`src/verilog/twu_consts.vh`:
```
// Register map, field positions, reset values and codes of the timing and watchdog unit
`ifndef TWU_CONSTS_VH
`define TWU_CONSTS_VH

// ****************************************
// Register indices; byte address is index times four
// ****************************************
`define TWU_IDX_CONFIG 24'hFFFF20
`define TWU_IDX_PRESCALER 24'hFFFF22
`define TWU_IDX_PRESET 24'hFFFF24
`define TWU_IDX_CTRL 24'hFFFF26
`define TWU_IDX_WDCOUNT 24'hFFFF28
`define TWU_IDX_MATCH 24'hFFFF2A

// ****************************************
// Field positions
// ****************************************
`define TWU_CFG_LOCK_CFG 0
`define TWU_CFG_LOCK_PRESC 1
`define TWU_CFG_LOCK_PRESET 2
`define TWU_CFG_LOCK_WATCHDOG_COUNT 3
`define TWU_CFG_WD_CLK_SEL 4
`define TWU_CFG_MATCH_EN 5
`define TWU_CTRL_RESTART 0
`define TWU_CTRL_TC 1
`define TWU_CTRL_IRQ_EN 2

// ****************************************
// Reset values and codes
// ****************************************
`define TWU_PRESET_RESET 16'hFFFF
`define TWU_CFG_RESET 6'h00
`define TWU_PRESC_RESET 3'h0
`define TWU_PRESC_MAX_CODE 3'h5
`define TWU_WD_MATCH_VALUE 8'h5C
`define TWU_MODE_ACTIVE 2'h0
`define TWU_MODE_POWER_SAVE 2'h1
`define TWU_MODE_IDLE 2'h2
`define TWU_MODE_HALT 2'h3
`define TWU_RESP_OKAY 2'h0
`define TWU_RESP_SLVERR 2'h2

`endif

```
`src/verilog/twu_prescaler.v`:
```
// Slow clock synchroniser, edge detector and power-of-two prescaler
`timescale 1ns/10ps
`include "twu_consts.vh"

module twu_prescaler (
    // Clock and reset
    input wire aclk,
    input wire aresetn,
    // Slow clock pin and control
    input wire slow_clock,
    input wire run_en,
    input wire [2:0] prescale_code,
    // Prescaled tick, one aclk cycle
    output reg prescaled_tick
);

    reg sync1_q;
    reg sync2_q;
    reg last_q;
    reg [4:0] div_q;
    reg [4:0] div_mask;
    wire slow_rise;

    // ****************************************
    // Divider
    // ****************************************
    assign slow_rise = sync2_q & ~last_q;

    always @* begin
        case (prescale_code)
            3'h0: div_mask = 5'h00;
            3'h1: div_mask = 5'h01;
            3'h2: div_mask = 5'h03;
            3'h3: div_mask = 5'h07;
            3'h4: div_mask = 5'h0F;
            default: div_mask = 5'h1F;
        endcase
    end

    always @(posedge aclk) begin
        if (!aresetn) begin
            sync1_q <= 1'b0;
            sync2_q <= 1'b0;
            // No false edge straight after reset
            last_q <= 1'b1;
            div_q <= 5'h00;
            prescaled_tick <= 1'b0;
        end else begin
            sync1_q <= slow_clock;
            sync2_q <= sync1_q;
            last_q <= sync2_q;
            // Frozen when halted; a pending tick waits for the resume
            if (run_en) begin
                prescaled_tick <= 1'b0;
            end
            if (run_en && slow_rise) begin
                if ((div_q & div_mask) == div_mask) begin
                    div_q <= 5'h00;
                    prescaled_tick <= 1'b1;
                end else begin
                    div_q <= div_q + 5'h01;
                end
            end
        end
    end

endmodule // twu_prescaler

```
`src/verilog/twu_timing_watchdog.v`:
```
// Timing and watchdog unit with AXI4-Lite register slave
//
// Implementation choice: the AXI4-Lite register port.
`timescale 1ns/10ps
`include "twu_consts.vh"

module twu_timing_watchdog #(
    parameter ADDR_WIDTH = 32
) (
    // Clock and reset
    input wire aclk,
    input wire aresetn,
    // Slow clock pin and power mode
    input wire slow_clock,
    input wire [1:0] power_mode,
    // AXI4-Lite write address
    input wire [ADDR_WIDTH-1:0] s_axi_awaddr,
    input wire s_axi_awvalid,
    output wire s_axi_awready,
    // AXI4-Lite write data
    input wire [31:0] s_axi_wdata,
    input wire [3:0] s_axi_wstrb,
    input wire s_axi_wvalid,
    output wire s_axi_wready,
    // AXI4-Lite write response
    output reg [1:0] s_axi_bresp,
    output reg s_axi_bvalid,
    input wire s_axi_bready,
    // AXI4-Lite read address
    input wire [ADDR_WIDTH-1:0] s_axi_araddr,
    input wire s_axi_arvalid,
    output wire s_axi_arready,
    // AXI4-Lite read data
    output reg [31:0] s_axi_rdata,
    output reg [1:0] s_axi_rresp,
    output reg s_axi_rvalid,
    input wire s_axi_rready,
    // Timer and watchdog outputs
    output reg timer_underflow_pulse,
    output wire timer_interrupt_line,
    output reg watchdog_reset_request
);

    // ****************************************
    // Declarations
    // ****************************************
    reg [5:0] config_q;
    reg [2:0] prescale_code_q;
    reg [15:0] preset_q;
    reg restart_q;
    reg terminal_count_flag_q;
    reg timer_irq_enable_q;
    reg [7:0] wd_count_reg_q;
    reg [15:0] timer_q;
    reg [7:0] wd_counter_q;
    reg wd_running_q;
    reg wd_serviced_q;
    reg [ADDR_WIDTH-1:0] aw_addr_q;
    reg aw_held_q;
    reg [31:0] w_data_q;
    reg [3:0] w_strb_q;
    reg w_held_q;
    reg [31:0] rd_data_d;
    reg rd_err_d;
    reg rd_clr_tc_d;
    reg wr_err_d;
    wire prescaled_tick;
    wire tick_en;
    wire run_en;
    wire active;
    wire wr_go;
    wire ar_go;
    wire timer_zero_evt;
    wire wd_tick;
    wire wd_cfg_write;
    wire wd_match_write;
    wire wd_count_write;
    wire wd_service;
    wire wd_bad_match;
    wire wd_late;
    wire wd_too_often;
    wire match_service_enable;
    wire watchdog_clock_select;

    function [ADDR_WIDTH-1:0] byte_addr;
        input [23:0] idx;
        begin
            byte_addr = {{(ADDR_WIDTH-26){1'b0}}, idx, 2'b00};
        end
    endfunction

    assign match_service_enable = config_q[`TWU_CFG_MATCH_EN];
    assign watchdog_clock_select = config_q[`TWU_CFG_WD_CLK_SEL];
    assign run_en = (power_mode != `TWU_MODE_HALT);
    assign tick_en = prescaled_tick & run_en;
    assign active = (power_mode == `TWU_MODE_ACTIVE);

    // ****************************************
    // Prescaler
    // ****************************************
    twu_prescaler u_prescaler (
        .aclk(aclk),
        .aresetn(aresetn),
        .slow_clock(slow_clock),
        .run_en(run_en),
        .prescale_code(prescale_code_q),
        .prescaled_tick(prescaled_tick)
    );

    // ****************************************
    // AXI4-Lite handshakes
    // ****************************************
    assign s_axi_awready = ~aw_held_q & ~s_axi_bvalid;
    assign s_axi_wready = ~w_held_q & ~s_axi_bvalid;
    assign s_axi_arready = ~s_axi_rvalid;
    assign wr_go = aw_held_q & w_held_q & ~s_axi_bvalid;
    assign ar_go = s_axi_arvalid & ~s_axi_rvalid;

    always @(posedge aclk) begin
        if (!aresetn) begin
            aw_held_q <= 1'b0;
            w_held_q <= 1'b0;
            aw_addr_q <= {ADDR_WIDTH{1'b0}};
            w_data_q <= 32'h00000000;
            w_strb_q <= 4'h0;
            s_axi_bvalid <= 1'b0;
            s_axi_bresp <= `TWU_RESP_OKAY;
            s_axi_rvalid <= 1'b0;
            s_axi_rresp <= `TWU_RESP_OKAY;
            s_axi_rdata <= 32'h00000000;
        end else begin
            if (s_axi_awvalid && !aw_held_q) begin
                aw_held_q <= 1'b1;
                aw_addr_q <= s_axi_awaddr;
            end else if (wr_go) begin
                aw_held_q <= 1'b0;
            end
            if (s_axi_wvalid && !w_held_q) begin
                w_held_q <= 1'b1;
                w_data_q <= s_axi_wdata;
                w_strb_q <= s_axi_wstrb;
            end else if (wr_go) begin
                w_held_q <= 1'b0;
            end
            if (wr_go) begin
                s_axi_bvalid <= 1'b1;
                s_axi_bresp <= wr_err_d ? `TWU_RESP_SLVERR : `TWU_RESP_OKAY;
            end else if (s_axi_bready) begin
                s_axi_bvalid <= 1'b0;
            end
            if (ar_go) begin
                s_axi_rvalid <= 1'b1;
                s_axi_rdata <= rd_data_d;
                s_axi_rresp <= rd_err_d ? `TWU_RESP_SLVERR : `TWU_RESP_OKAY;
            end else if (s_axi_rready) begin
                s_axi_rvalid <= 1'b0;
            end
        end
    end

    // ****************************************
    // Write decode
    // ****************************************
    wire wr_cfg = wr_go && active && aw_addr_q == byte_addr(`TWU_IDX_CONFIG) && w_strb_q[0]
        && !config_q[`TWU_CFG_LOCK_CFG];
    wire wr_presc = wr_go && active && aw_addr_q == byte_addr(`TWU_IDX_PRESCALER) && w_strb_q[0]
        && !config_q[`TWU_CFG_LOCK_PRESC];
    wire wr_preset = wr_go && active && aw_addr_q == byte_addr(`TWU_IDX_PRESET)
        && !config_q[`TWU_CFG_LOCK_PRESET];
    wire wr_ctrl = wr_go && active && aw_addr_q == byte_addr(`TWU_IDX_CTRL) && w_strb_q[0]
        && !config_q[`TWU_CFG_LOCK_PRESET];
    wire wr_watchdog_count = wr_go && active && aw_addr_q == byte_addr(`TWU_IDX_WDCOUNT) && w_strb_q[0]
        && !config_q[`TWU_CFG_LOCK_WATCHDOG_COUNT];
    wire wr_match = wr_go && aw_addr_q == byte_addr(`TWU_IDX_MATCH) && w_strb_q[0];

    always @* begin
        wr_err_d = 1'b1;
        case (aw_addr_q)
            byte_addr(`TWU_IDX_CONFIG),
            byte_addr(`TWU_IDX_PRESCALER),
            byte_addr(`TWU_IDX_PRESET),
            byte_addr(`TWU_IDX_CTRL),
            byte_addr(`TWU_IDX_WDCOUNT),
            byte_addr(`TWU_IDX_MATCH): wr_err_d = 1'b0;
            default: wr_err_d = 1'b1;
        endcase
    end

    // ****************************************
    // Read decode; locked or inaccessible reads give zero
    // ****************************************
    always @* begin
        rd_data_d = 32'h00000000;
        rd_err_d = 1'b0;
        rd_clr_tc_d = 1'b0;
        case (s_axi_araddr)
            byte_addr(`TWU_IDX_CONFIG): begin
                if (active && !config_q[`TWU_CFG_LOCK_CFG]) begin
                    rd_data_d[5:0] = config_q;
                end
            end
            byte_addr(`TWU_IDX_PRESCALER): begin
                if (active && !config_q[`TWU_CFG_LOCK_PRESC]) begin
                    rd_data_d[2:0] = prescale_code_q;
                end
            end
            byte_addr(`TWU_IDX_PRESET): begin
                if (active && !config_q[`TWU_CFG_LOCK_PRESET]) begin
                    rd_data_d[15:0] = preset_q;
                end
            end
            byte_addr(`TWU_IDX_CTRL): begin
                if (active && !config_q[`TWU_CFG_LOCK_PRESET]) begin
                    rd_data_d[`TWU_CTRL_RESTART] = restart_q;
                    rd_data_d[`TWU_CTRL_TC] = terminal_count_flag_q;
                    rd_data_d[`TWU_CTRL_IRQ_EN] = timer_irq_enable_q;
                    rd_clr_tc_d = 1'b1;
                end
            end
            byte_addr(`TWU_IDX_WDCOUNT): begin
                if (active && !config_q[`TWU_CFG_LOCK_WATCHDOG_COUNT]) begin
                    rd_data_d[7:0] = wd_count_reg_q;
                end
            end
            byte_addr(`TWU_IDX_MATCH): rd_data_d = 32'h00000000;
            default: rd_err_d = 1'b1;
        endcase
    end

    // ****************************************
    // Configuration registers
    // ****************************************
    always @(posedge aclk) begin
        if (!aresetn) begin
            config_q <= `TWU_CFG_RESET;
            prescale_code_q <= `TWU_PRESC_RESET;
            preset_q <= `TWU_PRESET_RESET;
            timer_irq_enable_q <= 1'b0;
        end else begin
            if (wr_cfg) begin
                // Lock bits only ever set
                config_q[5:4] <= w_data_q[5:4];
                config_q[3:0] <= config_q[3:0] | w_data_q[3:0];
            end
            if (wr_presc) begin
                prescale_code_q <= w_data_q[2:0];
            end
            if (wr_preset && w_strb_q[0]) begin
                preset_q[7:0] <= w_data_q[7:0];
            end
            if (wr_preset && w_strb_q[1]) begin
                preset_q[15:8] <= w_data_q[15:8];
            end
            if (wr_ctrl) begin
                timer_irq_enable_q <= w_data_q[`TWU_CTRL_IRQ_EN];
            end
        end
    end

    // ****************************************
    // Periodic timer
    // ****************************************
    assign timer_zero_evt = tick_en && !restart_q && timer_q == 16'h0001;
    assign timer_interrupt_line = timer_underflow_pulse & timer_irq_enable_q;

    always @(posedge aclk) begin
        if (!aresetn) begin
            timer_q <= `TWU_PRESET_RESET;
            restart_q <= 1'b0;
            terminal_count_flag_q <= 1'b0;
            timer_underflow_pulse <= 1'b0;
        end else begin
            if (tick_en) begin
                if (restart_q || timer_q == 16'h0000) begin
                    timer_q <= preset_q;
                end else begin
                    timer_q <= timer_q - 16'h0001;
                end
                // Held for one whole prescaled period
                timer_underflow_pulse <= timer_zero_evt;
            end
            // A new restart request beats the self clear
            if (wr_ctrl && w_data_q[`TWU_CTRL_RESTART]) begin
                restart_q <= 1'b1;
            end else if (tick_en && restart_q) begin
                restart_q <= 1'b0;
            end
            // Set beats the clear on read
            if (timer_zero_evt) begin
                terminal_count_flag_q <= 1'b1;
            end else if (ar_go && rd_clr_tc_d) begin
                terminal_count_flag_q <= 1'b0;
            end
        end
    end

    // ****************************************
    // Watchdog
    // ****************************************
    assign wd_tick = watchdog_clock_select ? tick_en : timer_zero_evt;
    assign wd_count_write = wr_watchdog_count;
    assign wd_match_write = wr_match && match_service_enable;
    assign wd_bad_match = wd_match_write && w_data_q[7:0] != `TWU_WD_MATCH_VALUE;
    assign wd_service = (wd_count_write && !match_service_enable)
        || (wd_match_write && !wd_bad_match);
    assign wd_cfg_write = wd_count_write || wd_match_write;
    assign wd_late = wd_running_q && wd_tick && !wd_service
        && wd_counter_q <= 8'h01;
    assign wd_too_often = wd_running_q && wd_service && wd_serviced_q && !wd_tick;

    always @(posedge aclk) begin
        if (!aresetn) begin
            wd_count_reg_q <= 8'h00;
            wd_counter_q <= 8'h00;
            wd_running_q <= 1'b0;
            wd_serviced_q <= 1'b0;
            watchdog_reset_request <= 1'b0;
        end else begin
            if (wd_count_write) begin
                wd_count_reg_q <= w_data_q[7:0];
            end
            if (wd_cfg_write) begin
                wd_running_q <= 1'b1;
            end
            if (wd_service || (wd_cfg_write && !wd_running_q)) begin
                // Count write loads its own value, match write the stored one
                wd_counter_q <= wd_count_write ? w_data_q[7:0] : wd_count_reg_q;
                wd_serviced_q <= 1'b1;
            end else if (wd_running_q && wd_tick) begin
                wd_counter_q <= wd_counter_q - 8'h01;
                wd_serviced_q <= 1'b0;
            end
            // Sticky until the device reset takes effect
            if (wd_late || wd_too_often || wd_bad_match) begin
                watchdog_reset_request <= 1'b1;
            end
        end
    end

endmodule // twu_timing_watchdog

```
`config.mk`:
```
export PLATFORM = sky130hd
export DESIGN_NAME = twu_timing_watchdog
export DESIGN_NICKNAME = d
export VERILOG_FILES = /design/src/verilog/twu_prescaler.v /design/src/verilog/twu_timing_watchdog.v
export VERILOG_INCLUDE_DIRS = /design/src /design/src/verilog
export SDC_FILE = /design/constraint.sdc
export NUM_CORES = 1
export LEC_CHECK = 0
export BUFFER_PORTS_ARGS = -buffer_cell sky130_fd_sc_hd__buf_4
export CAP_MARGIN = 10
export CORE_MARGIN = 4
export CORE_UTILIZATION = 49
export CTS_CLUSTER_DIAMETER = 40
export DETAILED_ROUTE_END_ITERATION = 16
export GPL_TIMING_DRIVEN = 0
export MAX_ROUTING_LAYER = met4
export PLACE_DENSITY = 0.72
export SLEW_MARGIN = 20
export SYNTH_ARGS = -nofsm -noshare
export SYNTH_HDL_FRONTEND = slang
export SYNTH_SLANG_ARGS = --single-unit
```
`constraint.sdc`:
```
create_clock -name aclk -period 3.9 [get_ports aclk]
set_input_delay 0.195 -clock aclk [delete_from_list [all_inputs] [get_ports aclk]]
set_output_delay 0.195 -clock aclk [all_outputs]
set_load 0.02 [all_outputs]
```
==> impl_metrics.yaml <==
critical_path:
  required_ns: 4.17
  arrival_ns: 2.66
  start_kind: "flop"
  crit_path_max_fanout: 10
  endpoint_kind: "flop"
  crit_type: "reg2reg"
  r2r_slack_ns: 1.51
place:
  dp_hpwl_um: 14010
  post-place-cells: 1104
  port_buffers: 117
  gp_congestion: 0.9147
yosys:
  yosys_warnings: 0
  yosysTopAreaCellShare_pct: 43.47
  synthTopCellsByArea: "dfxtp_1, nand2_1, a21oi_1"
  avgSynthCellArea_um2: 8.410
  synth_area_um2: 6678
  synth_edf_count: 0
  syn_inst: 794
  ys.flop_type: "dfxtp_1"
  synth_seq_cells: 145
  async_reset_ff_share_pct: 0
  synth_seq_area_share_pct: 43.47
  synth_top_area_cell: "dfxtp_1"
  synth.distinct_cells: 72
sta:
  fin_skew_ns: 0.008067
  hold-worst-slack_ns: 0.01762
  rsz0062_at_grt: "false"
  slew_violations: 0
  finalSetupTns_ns: 0
  period_share_pct: 61.34
  hold_viol: 0
  tightest_slew_ns: 0.9673
  max_slew_margin_pct: 35.37
  finalSetupViolCount: 0
  max_freq_mhz: 418.0
  fin_crit_ns: 2.392
grt:
  gr-total-overflow: 0
  grt_max_degree: 17
  grt_util_all_layers_pct: 24.74
  antenna_found_initial: 0
  first_global_vias: 6003
  grt_pass1_wl_um: 30620
power_and_ir_drop:
  p_per_area_nw_per_um2: 407.1
  ir_drop_v: 0.0003020
  p_leak_nw: 3.547
  power_mw: 3.435
final_layout:
  final_cell_mix: "nand2_1, dfxtp_1, buf_4, a21oi_1, nor2_1"
  stdcell_count: 1137
  fin_util_pct: 63.48
  synthToLayoutAreaGrowth_pct: 26.38
  nets: 1066
  drive_above_1_share_pct: 20.08
  antenna_cells: 0
  final_common_cell: "nand2_1"
die:
  row_count: 42
  fp.dieW_um: 124.7
  io_pins: 154
  core_um2: 13300
  initial_core_util_pct: 50.23
  die_height_um: 124.7
  dieArea_um2: 15560
job:
  max_cap_violations: 0
clock_tree:
  cts-root-buf: "clkbuf_16"
  cts_hold_buf: 4
  clk_pin_slew_ns: 0.06
  clock_sinks: 145
  clk_latency_ns: 0.42
  clockBufferDepth: 2
  htree_levels: 4
  cts_tree: "yes"
  cts_resized: 0
  cts_inserted_buffers: 17
  postCtsSetupRepairBufs: 0
status:
  status: "completed"
routing:
  num_vias: 6305
  routedWlPerCell_um: 16.54
  drtIter0Drc: 503
  via_per_inst: 5.545
  drtAntennaViolNets: 0
  drc: 0
  drt_wl_total_um: 18810
  dr.pass1.iters: 5
min_path:
  hold_path.class: "in2reg"
[kinds of logic after synthesis]
family | share of synthesized area, %
DFF | 43.47
buffers and inverters | 5.321
xor gates and xnor gates | 1.312
and+or+nand+nor | 25.35
other | 0.05616
muxes | 6.727
AOI/OAI and AO/OA | 16.83
adders and majority gates | 0.9369
[critical path, cell delays in order (launching register included)]
cell and delay (ns):
dfxtp_1 0.33, inv_1 0.10, ha_1 0.21, or3b_2 0.51, nor2_2 0.21, a31oi_2 0.28
buf_2 0.30, a21oi_1 0.16, o221ai_1 0.13
[sequential cells by signal, indices dropped and copies added, names as in the netlist, 2 cells and up]
| register | cells |
|---|---|
| w_data_q | 16 |
| s_axi_rdata | 16 |
| w_strb_q | 2 |
| timer_q | 16 |
| config_q | 6 |
| wd_counter_q | 8 |
| u_prescaler.div_q | 5 |
| aw_addr_q | 32 |
| preset_q | 16 |
| wd_count_reg_q | 8 |
| prescale_code_q | 3 |
[synth_stat cells, types with 3 or more instances]
master	instances
nand2_1	162
and2_1	8
nor2b_1	6
clkbuf_1	32
o22ai_1	4
and3_1	3
a211oi_1	4
nand4_1	15
o21ai_1	6
nand3_1	10
buf_1	4
dfxtp_1	145
o2111ai_1	4
a21oi_1	80
o21ai_0	23
inv_1	15
buf_4	18
o31ai_1	5
a22o_1	11
xnor2_1	3
nand2b_1	6
xor2_1	7
a32oi_1	7
o211ai_1	8
a31oi_1	3
buf_2	5
mux2i_1	37
or4_1	9
ha_1	5
a22oi_1	6
nor3b_1	5
o221ai_1	3
o2bb2ai_1	3
mux2_2	7
nor2_1	45
nor4_2	3
or3_1	6
nor3_1	16
nand4b_1	7
nor4_1	9
[power breakdown]
group	switching [mW]	internal, mW
clock network	0.602	0.975
registers	0.0382	1.52
logic	0.161	0.135
[worst paths after layout]
path                       start                  end  depth (start not counted)
max                   timer_q[0]          timer_q[15]                          8
min             s_axi_awaddr[14]        aw_addr_q[14]                          3
max reg2reg           timer_q[0]          timer_q[15]                          8
min reg2reg  u_prescaler.sync1_q  u_prescaler.sync2_q                          1
[per-stage QoR]
step | setup WS, ns | cell area, um2
finish | 1.508 | 8439
global route | 1.368 | 8439
CTS | 1.540 | 8439
detailed placement | 1.494 | 7840
global placement | 1.505 | 7840
floorplan | 1.860 | 6741
[area by class of cell]
class / count / area, um2
plain buffers: 59 / 295.3
multi-input cells: 591 / 3483
flip-flops and latches: 145 / 2903
repair buffers: 121 / 918.4
fillers: 1188 / 4856
inverters: 16 / 60.06
clock buffers: 22 / 474.2
well taps: 176 / 220.2
clock inverters: 7 / 85.08
[metal layers]
metal	part of all wire (%)	GRT usage (%)	up-vias	wire, um
met3	7.1	6.003	28	1341
met2	46	38.36	229	8678
met5	0	-	-	0
met1	45	31.31	2931	8463
li1	-	-	3117	-
met4	1.7	9.413	0	325
No activity file was read; power rests on OpenSTA's default activity.
